--- src/rtl/ctmc_mode_ctrl_fix.sv ---
// Intentionally holds no logic

--- src/rtl/ctmc_pkg.sv ---
// Constants, register map and state types of the CAN transceiver mode controller
package ctmc_pkg;
  localparam int CLK_MHZ = 100;
  localparam int T_STARTUP_NS = 1000;
  localparam int T_UV_DET_NS = 500;
  localparam int T_UV_SLEEP_NS = 1000;
  localparam int STARTUP_CYC = (T_STARTUP_NS * CLK_MHZ + 999) / 1000;
  localparam int UV_DET_CYC = (T_UV_DET_NS * CLK_MHZ + 999) / 1000;
  localparam int UV_SLEEP_CYC = (T_UV_SLEEP_NS * CLK_MHZ + 999) / 1000;
  localparam int UV_CYC = UV_DET_CYC + UV_SLEEP_CYC;
  localparam int TMR_W = 12;
  localparam int NSYNC = 11;
  localparam int SPI_FRAME_BITS = 16;
  localparam int SPI_BYTE_BITS = 8;

  ////////////////////////////////////////////////////////////////////////////////
  localparam logic [6:0] ADDR_MODE = 7'h01;
  localparam logic [6:0] ADDR_STATUS = 7'h03;
  localparam logic [6:0] ADDR_WAKE_CFG = 7'h04;
  localparam logic [6:0] ADDR_XCVR_CTRL = 7'h05;
  localparam logic [6:0] ADDR_EVENTS = 7'h06;
  localparam logic [2:0] MC_SLEEP = 3'h1;
  localparam logic [2:0] MC_STANDBY = 3'h4;
  localparam logic [2:0] MC_NORMAL = 3'h7;
  localparam int STAT_CAUSE_BIT = 7;
  localparam int STAT_WARN_BIT = 6;
  localparam int STAT_NYN_BIT = 5;
  localparam int CFG_BUS_WAKE_BIT = 0;
  localparam int CFG_SEL_WAKE_BIT = 1;
  localparam int CFG_RISE_BIT = 2;
  localparam int CFG_FALL_BIT = 3;
  localparam int CFG_WARN_IE_BIT = 4;
  localparam int EVT_WAKE_BIT = 0;
  localparam int EVT_WARN_BIT = 1;
  localparam int EVT_SPI_FAILURE_EVENT_BIT = 2;
  localparam logic [1:0] TMF_OFFLINE = 2'h0;
  localparam logic [1:0] TMF_ACTIVE_UV = 2'h1;
  localparam logic [1:0] TMF_ACTIVE = 2'h2;

  ////////////////////////////////////////////////////////////////////////////////
  typedef enum logic [2:0] {MD_OFF, MD_STANDBY, MD_NORMAL, MD_SLEEP, MD_OVERTEMP} ctmc_mode_e;

  typedef struct packed {
    logic [NSYNC-1:0] s1;
    logic [NSYNC-1:0] s2;
    logic wake_pin_p;
    ctmc_mode_e mode;
    logic [TMR_W-1:0] tmr;
    logic bus_wake_en;
    logic sel_wake_en;
    logic rise_en;
    logic fall_en;
    logic warn_ie;
    logic [1:0] tmf;
    logic wake_pend;
    logic warn_flag;
    logic spi_failure_event_flag;
    logic cause;
    logic warn_stat;
    logic nyn;
    logic rxd;
    logic inh_oe_n;
    logic tx_en;
    logic rx_en;
    logic bus_off;
    logic spi_en;
    logic sel_mode;
  } ctmc_state_s;

  localparam ctmc_state_s CTMC_STATE_RST = '{mode: MD_OFF, nyn: 1'b1, rxd: 1'b1,
    inh_oe_n: 1'b1, bus_off: 1'b1, default: '0};

  typedef struct packed {
    logic [2:0] s1;
    logic [2:0] s2;
    logic sck_p;
    logic ssn_p;
    logic active;
    logic [4:0] cnt;
    logic [7:0] rx;
    logic [7:0] tx;
    logic load;
    logic [6:0] addr;
    logic rd;
    logic [7:0] wdata;
    logic wr;
    logic cmd;
    logic fail;
  } ctmc_spi_s;

  localparam ctmc_spi_s CTMC_SPI_RST = '{s1: 3'h2, s2: 3'h2, ssn_p: 1'b1, default: '0};
endpackage

--- src/rtl/ctmc_spi_port.sv ---
// SPI slave port: 16-bit frames of address, read flag and data
`timescale 1ns/1ps
module ctmc_spi_port import ctmc_pkg::*; (
  // Clock and reset
  input wire logic clk_sys,
  input wire logic reset_n,
  // SPI pins
  input wire logic spi_sck,
  input wire logic spi_select_n,
  input wire logic spi_sdi,
  output logic spi_sdo,
  output logic spi_sdo_oe_n,
  // Register side
  input wire logic port_enable,
  input wire logic [7:0] rd_data,
  output logic [6:0] reg_addr,
  output logic [7:0] wr_data,
  output logic wr_pulse,
  output logic cmd_pulse,
  output logic fail_pulse
);
  ctmc_spi_s q, d;
  logic sck_s, ssn_s, sdi_s;
  logic rise, fall;
  logic [7:0] byte_in;

  assign {sck_s, ssn_s, sdi_s} = q.s2;
  assign rise = sck_s & ~q.sck_p;
  assign fall = ~sck_s & q.sck_p;
  assign byte_in = {q.rx[6:0], sdi_s};

  always_comb begin
    d = q;
    d.s1 = {spi_sck, spi_select_n, spi_sdi};
    d.s2 = q.s1;
    d.sck_p = sck_s;
    d.ssn_p = ssn_s;
    d.wr = 1'b0;
    d.cmd = 1'b0;
    d.fail = 1'b0;
    d.load = 1'b0;
    if (q.load) begin
      d.tx = rd_data;
    end
    if (q.ssn_p && !ssn_s) begin
      // A port disabled at selection ignores the whole frame
      d.active = port_enable;
      d.cnt = '0;
      d.tx = '0;
    end else if (!ssn_s && q.active) begin
      if (rise && q.cnt < 5'(SPI_FRAME_BITS)) begin
        d.rx = byte_in;
        d.cnt = q.cnt + 5'h01;
        if (q.cnt == 5'(SPI_BYTE_BITS - 1)) begin
          d.addr = byte_in[7:1];
          d.rd = byte_in[0];
          d.load = 1'b1;
        end
        if (q.cnt == 5'(SPI_FRAME_BITS - 1)) begin
          d.wdata = byte_in;
        end
      end
      // The first data bit must stay on the pin until the next rising edge
      if (fall && q.cnt > 5'(SPI_BYTE_BITS)) begin
        d.tx = {q.tx[6:0], 1'b0};
      end
    end
    if (!q.ssn_p && ssn_s && q.active) begin
      d.active = 1'b0;
      if (q.cnt == 5'(SPI_FRAME_BITS)) begin
        d.cmd = 1'b1;
        d.wr = ~q.rd;
      end else begin
        d.fail = 1'b1;
      end
    end
  end

  always_ff @(posedge clk_sys or negedge reset_n) begin
    if (!reset_n) begin
      q <= CTMC_SPI_RST;
    end else begin
      q <= d;
    end
  end

  assign spi_sdo = q.tx[7];
  assign spi_sdo_oe_n = ~(q.active & ~ssn_s);
  assign reg_addr = q.addr;
  assign wr_data = q.wdata;
  assign wr_pulse = q.wr;
  assign cmd_pulse = q.cmd;
  assign fail_pulse = q.fail;
endmodule

--- src/rtl/ctmc_mode_ctrl.sv ---
// Operating-mode controller of a CAN transceiver with SPI registers
`timescale 1ns/1ps
module ctmc_mode_ctrl import ctmc_pkg::*; (
  // Clock and reset
  input wire logic clk_sys,
  input wire logic reset_n,
  // Supply and temperature detectors
  input wire logic bat_above_pon,
  input wire logic bat_below_poff,
  input wire logic vcc_under,
  input wire logic io_supply_under,
  input wire logic temp_above_warn,
  input wire logic temp_above_act,
  input wire logic temp_below_rel,
  // Wake sources
  input wire logic bus_wake_std,
  input wire logic bus_wake_sel,
  input wire logic local_wake_pin,
  input wire logic selective_config_valid,
  // Bus receiver and protocol controller pins
  input wire logic bus_rx_bit,
  output logic rxd_out,
  output logic tx_enable,
  output logic rx_enable,
  output logic bus_float,
  output logic wake_selective_mode,
  // Regulator inhibit
  output logic regulator_inhibit_out,
  output logic regulator_inhibit_oe_n,
  // SPI pins
  input wire logic spi_sck,
  input wire logic spi_select_n,
  input wire logic spi_sdi,
  output logic spi_sdo,
  output logic spi_sdo_oe_n
);
  ctmc_state_s q, d;
  logic pon_s, poff_s, vcc_uv_s, io_uv_s, warn_s, act_s, rel_s;
  logic std_s, sel_s, wake_s, cfg_ok_s;
  logic [6:0] reg_addr;
  logic [7:0] wr_data, rd_data, mode_code;
  logic wr_pulse, cmd_pulse, fail_pulse;
  logic wk_bus, wk_loc, wake_set, warn_set, mode_wr, uv_now, uv_fire;
  logic [1:0] rxb_q;

  ////////////////////////////////////////////////////////////////////////////////
  ctmc_spi_port u_spi (
    .clk_sys(clk_sys),
    .reset_n(reset_n),
    .spi_sck(spi_sck),
    .spi_select_n(spi_select_n),
    .spi_sdi(spi_sdi),
    .spi_sdo(spi_sdo),
    .spi_sdo_oe_n(spi_sdo_oe_n),
    .port_enable(q.spi_en),
    .rd_data(rd_data),
    .reg_addr(reg_addr),
    .wr_data(wr_data),
    .wr_pulse(wr_pulse),
    .cmd_pulse(cmd_pulse),
    .fail_pulse(fail_pulse)
  );

  assign {pon_s, poff_s, vcc_uv_s, io_uv_s, warn_s, act_s, rel_s, std_s, sel_s, wake_s,
    cfg_ok_s} = q.s2;

  always_comb begin
    case (q.mode)
      MD_NORMAL: mode_code = {5'h00, MC_NORMAL};
      MD_SLEEP: mode_code = {5'h00, MC_SLEEP};
      default: mode_code = {5'h00, MC_STANDBY};
    endcase
    rd_data = 8'h00;
    case (reg_addr)
      ADDR_MODE: rd_data = mode_code;
      ADDR_STATUS: begin
        rd_data[STAT_CAUSE_BIT] = q.cause;
        rd_data[STAT_WARN_BIT] = q.warn_stat;
        rd_data[STAT_NYN_BIT] = q.nyn;
      end
      ADDR_WAKE_CFG: begin
        rd_data[CFG_BUS_WAKE_BIT] = q.bus_wake_en;
        rd_data[CFG_SEL_WAKE_BIT] = q.sel_wake_en;
        rd_data[CFG_RISE_BIT] = q.rise_en;
        rd_data[CFG_FALL_BIT] = q.fall_en;
        rd_data[CFG_WARN_IE_BIT] = q.warn_ie;
      end
      ADDR_XCVR_CTRL: rd_data = {6'h00, q.tmf};
      ADDR_EVENTS: begin
        rd_data[EVT_WAKE_BIT] = q.wake_pend;
        rd_data[EVT_WARN_BIT] = q.warn_flag;
        rd_data[EVT_SPI_FAILURE_EVENT_BIT] = q.spi_failure_event_flag;
      end
      default: rd_data = 8'h00;
    endcase
  end

  ////////////////////////////////////////////////////////////////////////////////
  always_comb begin
    d = q;
    d.s1 = {bat_above_pon, bat_below_poff, vcc_under, io_supply_under, temp_above_warn,
      temp_above_act, temp_below_rel, bus_wake_std, bus_wake_sel, local_wake_pin,
      selective_config_valid};
    d.s2 = q.s1;
    d.wake_pin_p = wake_s;
    d.sel_mode = q.sel_wake_en & cfg_ok_s;
    wk_bus = q.bus_wake_en & (q.sel_mode ? sel_s : std_s);
    wk_loc = (q.rise_en & wake_s & ~q.wake_pin_p) | (q.fall_en & ~wake_s & q.wake_pin_p);
    // Off and overtemperature do not see new wakes
    wake_set = (wk_bus | wk_loc) && (q.mode inside {MD_STANDBY, MD_NORMAL, MD_SLEEP});
    warn_set = warn_s & ~q.warn_stat & q.warn_ie;
    mode_wr = wr_pulse && reg_addr == ADDR_MODE;
    uv_now = vcc_uv_s | io_uv_s;
    uv_fire = uv_now && q.tmr == TMR_W'(UV_CYC - 1);
    d.warn_stat = warn_s;
    if (wr_pulse) begin
      case (reg_addr)
        ADDR_WAKE_CFG: begin
          d.bus_wake_en = wr_data[CFG_BUS_WAKE_BIT];
          d.sel_wake_en = wr_data[CFG_SEL_WAKE_BIT];
          d.rise_en = wr_data[CFG_RISE_BIT];
          d.fall_en = wr_data[CFG_FALL_BIT];
          d.warn_ie = wr_data[CFG_WARN_IE_BIT];
        end
        ADDR_XCVR_CTRL: d.tmf = wr_data[1:0];
        ADDR_EVENTS: begin
          d.wake_pend = q.wake_pend & ~wr_data[EVT_WAKE_BIT];
          d.warn_flag = q.warn_flag & ~wr_data[EVT_WARN_BIT];
          d.spi_failure_event_flag = q.spi_failure_event_flag & ~wr_data[EVT_SPI_FAILURE_EVENT_BIT];
        end
        default: ;
      endcase
    end
    // Events are applied after the clears so a same-cycle event survives
    if (wake_set) d.wake_pend = 1'b1;
    if (warn_set) d.warn_flag = 1'b1;
    if (fail_pulse) d.spi_failure_event_flag = 1'b1;
    d.tmr = '0;
    case (q.mode)
      MD_OFF: begin
        if (pon_s) begin
          if (q.tmr == TMR_W'(STARTUP_CYC - 1)) d.mode = MD_STANDBY;
          else d.tmr = q.tmr + TMR_W'(1);
        end
      end
      MD_STANDBY, MD_NORMAL: begin
        if (q.mode == MD_NORMAL && act_s) begin
          d.mode = MD_OVERTEMP;
        end else if (uv_fire) begin
          d.mode = MD_SLEEP;
          d.wake_pend = 1'b0;
          d.bus_wake_en = 1'b1;
          d.rise_en = 1'b1;
          d.fall_en = 1'b1;
          d.sel_wake_en = 1'b0;
          d.cause = 1'b1;
        end else begin
          if (uv_now) d.tmr = q.tmr + TMR_W'(1);
          if (mode_wr) begin
            case (wr_data[2:0])
              MC_NORMAL: d.mode = MD_NORMAL;
              MC_STANDBY: d.mode = MD_STANDBY;
              MC_SLEEP: begin
                // A pending wake or no wake source would strand the node
                if (!q.wake_pend && (q.bus_wake_en | q.rise_en | q.fall_en)) begin
                  d.mode = MD_SLEEP;
                  d.cause = 1'b0;
                end else begin
                  d.mode = MD_STANDBY;
                end
              end
              default: ;
            endcase
          end
        end
      end
      MD_SLEEP: begin
        if (mode_wr && wr_data[2:0] == MC_NORMAL) d.mode = MD_NORMAL;
        else if (wake_set | warn_set) d.mode = MD_STANDBY;
        else if (cmd_pulse && !io_uv_s) d.mode = MD_STANDBY;
      end
      MD_OVERTEMP: begin
        if (rel_s) d.mode = MD_STANDBY;
      end
      default: d.mode = MD_OFF;
    endcase
    if (poff_s) begin
      d.mode = MD_OFF;
      d.tmr = '0;
      d.nyn = 1'b1;
    end
    if (d.mode == MD_NORMAL) d.nyn = 1'b0;
    d.spi_en = d.mode inside {MD_STANDBY, MD_NORMAL} || (d.mode == MD_SLEEP && !io_uv_s);
    d.inh_oe_n = d.mode inside {MD_SLEEP, MD_OFF};
    d.bus_off = d.mode inside {MD_OFF, MD_OVERTEMP};
    d.rx_en = d.mode == MD_NORMAL && d.tmf != TMF_OFFLINE;
    d.tx_en = d.mode == MD_NORMAL && (d.tmf == TMF_ACTIVE ||
      (d.tmf == TMF_ACTIVE_UV && !vcc_uv_s));
    case (d.mode)
      MD_OFF: d.rxd = 1'b1;
      MD_OVERTEMP: d.rxd = ~d.wake_pend;
      MD_NORMAL: d.rxd = (d.tmf != TMF_OFFLINE) ? rxb_q[1]
                         : ~(d.wake_pend | d.warn_flag);
      default: d.rxd = ~(d.wake_pend | d.warn_flag);
    endcase
  end

  always_ff @(posedge clk_sys or negedge reset_n) begin
    if (!reset_n) begin
      q <= CTMC_STATE_RST;
    end else begin
      q <= d;
    end
  end

  ////////////////////////////////////////////////////////////////////////////////
  // Receiver bit passes its own two-stage synchroniser
  always_ff @(posedge clk_sys or negedge reset_n) begin
    if (!reset_n) begin
      rxb_q <= 2'h3;
    end else begin
      rxb_q <= {rxb_q[0], bus_rx_bit};
    end
  end

  assign rxd_out = q.rxd;
  assign tx_enable = q.tx_en;
  assign rx_enable = q.rx_en;
  assign bus_float = q.bus_off;
  assign wake_selective_mode = q.sel_mode;
  assign regulator_inhibit_out = 1'b1;
  assign regulator_inhibit_oe_n = q.inh_oe_n;
endmodule

--- config.mk ---
export PLATFORM = sky130hd
export DESIGN_NAME = ctmc_mode_ctrl
export DESIGN_NICKNAME = d
export VERILOG_FILES = /design/src/rtl/ctmc_mode_ctrl_fix.sv /design/src/rtl/ctmc_pkg.sv /design/src/rtl/ctmc_spi_port.sv /design/src/rtl/ctmc_mode_ctrl.sv
export SDC_FILE = /design/constraint.sdc
export NUM_CORES = 1
export LEC_CHECK = 0
export ABC_AREA = 1
export BUFFER_PORTS_ARGS = -buffer_cell sky130_fd_sc_hd__buf_2
export CORE_ASPECT_RATIO = 1.4
export CORE_MARGIN = 3
export CORE_UTILIZATION = 55
export CTS_BUF_LIST = sky130_fd_sc_hd__clkbuf_4 sky130_fd_sc_hd__clkbuf_8
export CTS_CLUSTER_DIAMETER = 30
export DETAILED_ROUTE_END_ITERATION = 6
export MAX_ROUTING_LAYER = met4
export PLACE_DENSITY = 0.73
export SLEW_MARGIN = 20
export SYNTH_ARGS = -nofsm -noshare
export SYNTH_HDL_FRONTEND = slang
export SYNTH_SLANG_ARGS = --single-unit
--- constraint.sdc ---
create_clock -name clk_sys -period 2.05 [get_ports clk_sys]
set_clock_uncertainty 0.1 [all_clocks]
set_input_delay 0.205 -clock clk_sys [delete_from_list [all_inputs] [get_ports clk_sys]]
set_output_delay 0.205 -clock clk_sys [all_outputs]
set_load 0.01 [all_outputs]
==> impl_metrics.csv <==
group,metric,value,unit
timing,drv_slew,0,
grt,use_met1,23.07,%
pwr,ir_worst_vdd,0.6209,mV
yosys,synth_top_family_by_area,"simple AND/OR/NAND/NOR gates",
cts,cts_max_level,3,
yosys,yosysWarningCount,0,
yosys,synth_ff_type,"dfrtp_1",
yosys,ys_types,41,
place,dp_hpwl,6789,um
cts,root_buffer,"clkbuf_8",
final_layout,diodes,0,
route,antenna_left,0,
place,io_buffers,24,
cts,cts.sinks,106,
timing,period_share,90.65,%
grt,grt_max_degree,48,
final_layout,nNetsFinal,581,
yosys,synthesis.nets,533,
cts,path_clk_slew,100,ps
yosys,synthXorXnorAreaFrac,1.700,%
final_layout,final_common_cell,"nand2_1",
route,via_count,3422,
route,wire_per_inst,13.56,um
die,initial_core_util,56.56,%
grt,grt_pass1_vias,3395,
die,die_y,114.6,um
yosys,yosys.area_share.simple,23.58,%
grt,antenna_found_initial,0,
timing,rsz0062_at_grt,"no",
die,io_pins,26,
worst_setup_path,r2r-start,"u_spi.reg_addr[1]$_DFFE_PN0P_",
cts,clock_path_buffers,2,
timing,max_freq,0.5381,GHz
cts,cts_setup_buffers,0,
timing,worst_slack,191.6,ps
cts,cts_made_buffers,9,
grt,busiest_layer,"met2",
route,drcViolationCount,0,
worst_setup_path,crit_start,"u_spi.reg_addr[1]$_DFFE_PN0P_",
worst_setup_path,reg2reg_slack,190,ps
worst_setup_path,crit_end,"q[1]$_DFF_PN0_",
yosys,synth_compound_area_share,8.500,%
yosys,syn_area,4637,um^2
yosys,synth_fa_ha_area_share,1.349,%
worst_setup_path,crit_arrival,2010,ps
grt,grtUsageMet3,3.096,%
worst_setup_path,cp-start-kind,"register",
cts,clk_latency,370,ps
yosys,synthCells,511,
final_layout,syn_to_final_growth,13.52,%
yosys,synth_edf_count,0,
timing,setup_viol,0,
yosys,async_flop_share,100.0,%
worst_setup_path,r2r-end,"q[1]$_DFF_PN0_",
final_layout,fillers,674,
die,core_area,8198,um^2
worst_setup_path,r2r_cells,12,
route,drt-total-wl,9033,um
final_layout,drive_gt1_share,18.44,%
worst_setup_path,worstSetupEndpointType,"register",
worst_setup_path,crit_fanout,4,
grt,use_met2,36.33,%
cts,tritoncts,"yes",
yosys,ys_seq_elements,106,
route,viasPerCell,5.138,
outcome,status,"completed",
timing,layout_min_cycle_time,1858,ps
worst_setup_path,cp.required,2210,ps
grt,track_usage,21.03,%
place,dp_worst_setup_slack,106.8,ps
grt,grt_pass1_wl,15350,um
yosys,muxShareOfSynthArea,0.2428,%
yosys,syn_avg_cell_area,9.074,um^2
die,die_w,83.60,um
run,drv_cap,0,
yosys,ys_seq_area_share,57.45,%
worst_setup_path,crit_type,"register to register",
grt,grt_overflow,0,
final_layout,layout_common_cells,"nand2_1 (108), dfrtp_1 (97), inv_1 (64)",
timing,tns,0,ps
worst_hold_path,hold_path.class,"primary input to async pin",
place,routabilityCongestion,0.8942,
die,die-area,9584,um^2
die,std_cell_rows,39,
route,dr.pass1.iters,5,
timing,final_hold_viol_count,0,
route,drt-initial-drc-count,163,
pwr,p_leak,2.536,nW
pwr,power_density,658.9,nW/um^2
==> layer usage <==
metal  up-vias  share of wire [%]
li1       1717                  -
met3        26                2.6
met2        53                 52
met5         -                  0
met4         0                3.8
met1      1626                 41
==> flip-flops by register name, summed over array words and instances (netlist names), 2 cells and up <==
register / cells
u_spi.byte_in: 8
rxb_q: 2
u_spi.d: 5
d: 13
q: 34
u_spi.wr_data: 5
u_spi.reg_addr: 7
u_spi.q: 17
==> final cells by class <==
class                      count  area (um^2)  area share (%)
clock buffer                   9        123.9           2.353
clock inverter                 7        66.31           1.260
sequential                   106         2664           50.61
inverter                      71        266.5           5.063
timing repair buffer          48        355.3           6.751
tap                          102        127.6           2.425
multi-input combinational    323         1660           31.54
==> cell usage after synthesis (6+ instances only) <==
cell type    n  area share (%)
nor3_1       7            0.76
inv_2        7            0.57
nand2_1    108             8.7
clkbuf_1     6            0.49
dfstp_2      9             5.1
nand3_1     43             4.6
nor2_1      42             3.4
nor2_2      18             2.4
xor2_1       6             1.1
inv_1       64             5.2
o21ai_0     37             4.0
a21oi_1     14             1.5
dfrtp_1     97              52
==> critical path, stage by stage, from the launching register on <==
cell	delay (ps)
dfrtp_1	450
inv_2	100
nand2_1	70
nor2_2	140
nand2_1	110
nor2_2	110
nand2_1	80
nand3_1	80
nand2_2	70
nand2_2	100
nand2_2	80
nor2_2	150
a21oi_1	100
==> cells by family (layout without fill, tap and decap cells) <==
kind of cell               count (synthesis)  after routing
DFF                                      106            106
buffers and inverters                     82            135
xor gates and xnor gates                   9              9
and+or+nand+nor                          238            238
muxes                                      1              1
other                                      1              1
adders and majority gates                  5              5
AOI/OAI and AO/OA                         69             69
==> timing repair <==
action | CTS | global route
gates resized for setup | 0 | 4
hold endpoints to repair | 91 | 0
endpoints found under the setup margin | 0 | 6
hold buffers | 16 | 0
==> metrics by stage <==
stage / utilization, % / power [mW] / instances / hold slack, ps / cell area (um^2)
after floorplan: - / 2.212 / 511 / -190.6 / 4637
after global placement: 59.74 / 2.285 / 634 / 39.08 / 4897
after detailed placement: 59.74 / 2.288 / 634 / 41.23 / 4897
after CTS: 64.01 / 3.508 / 666 / 167.3 / 5248
after global routing: 64.21 / 3.591 / 666 / 204.2 / 5264
final: 64.21 / 3.468 / 666 / 177.6 / 5264
==> worst min path at each step <==
stage	start	end	slack, ps	depth (start not counted)
after floorplan	reset_n	act_s$_DFF_PN0_	-190	0
after global placement	reset_n	q[39]$_DFF_PN0_	40	1
after detailed placement	reset_n	d[39]$_DFF_PN0_	40	1
after CTS	reset_n	u_spi.reg_addr[1]$_DFFE_PN0P_	170	2
after global routing	reset_n	u_spi.reg_addr[0]$_DFFE_PN0P_	200	2
final	reset_n	u_spi.byte_in[4]$_DFFE_PN0P_	180	2
==> power by group <==
part,total (mW),switching [mW],internal (mW)
clock,1.20,0.737,0.464
combinational,0.122,0.0739,0.0483
sequential,2.14,0.0155,2.13
total,3.47,0.827,2.64
Note: power is estimated with default switching activity, not from simulation.
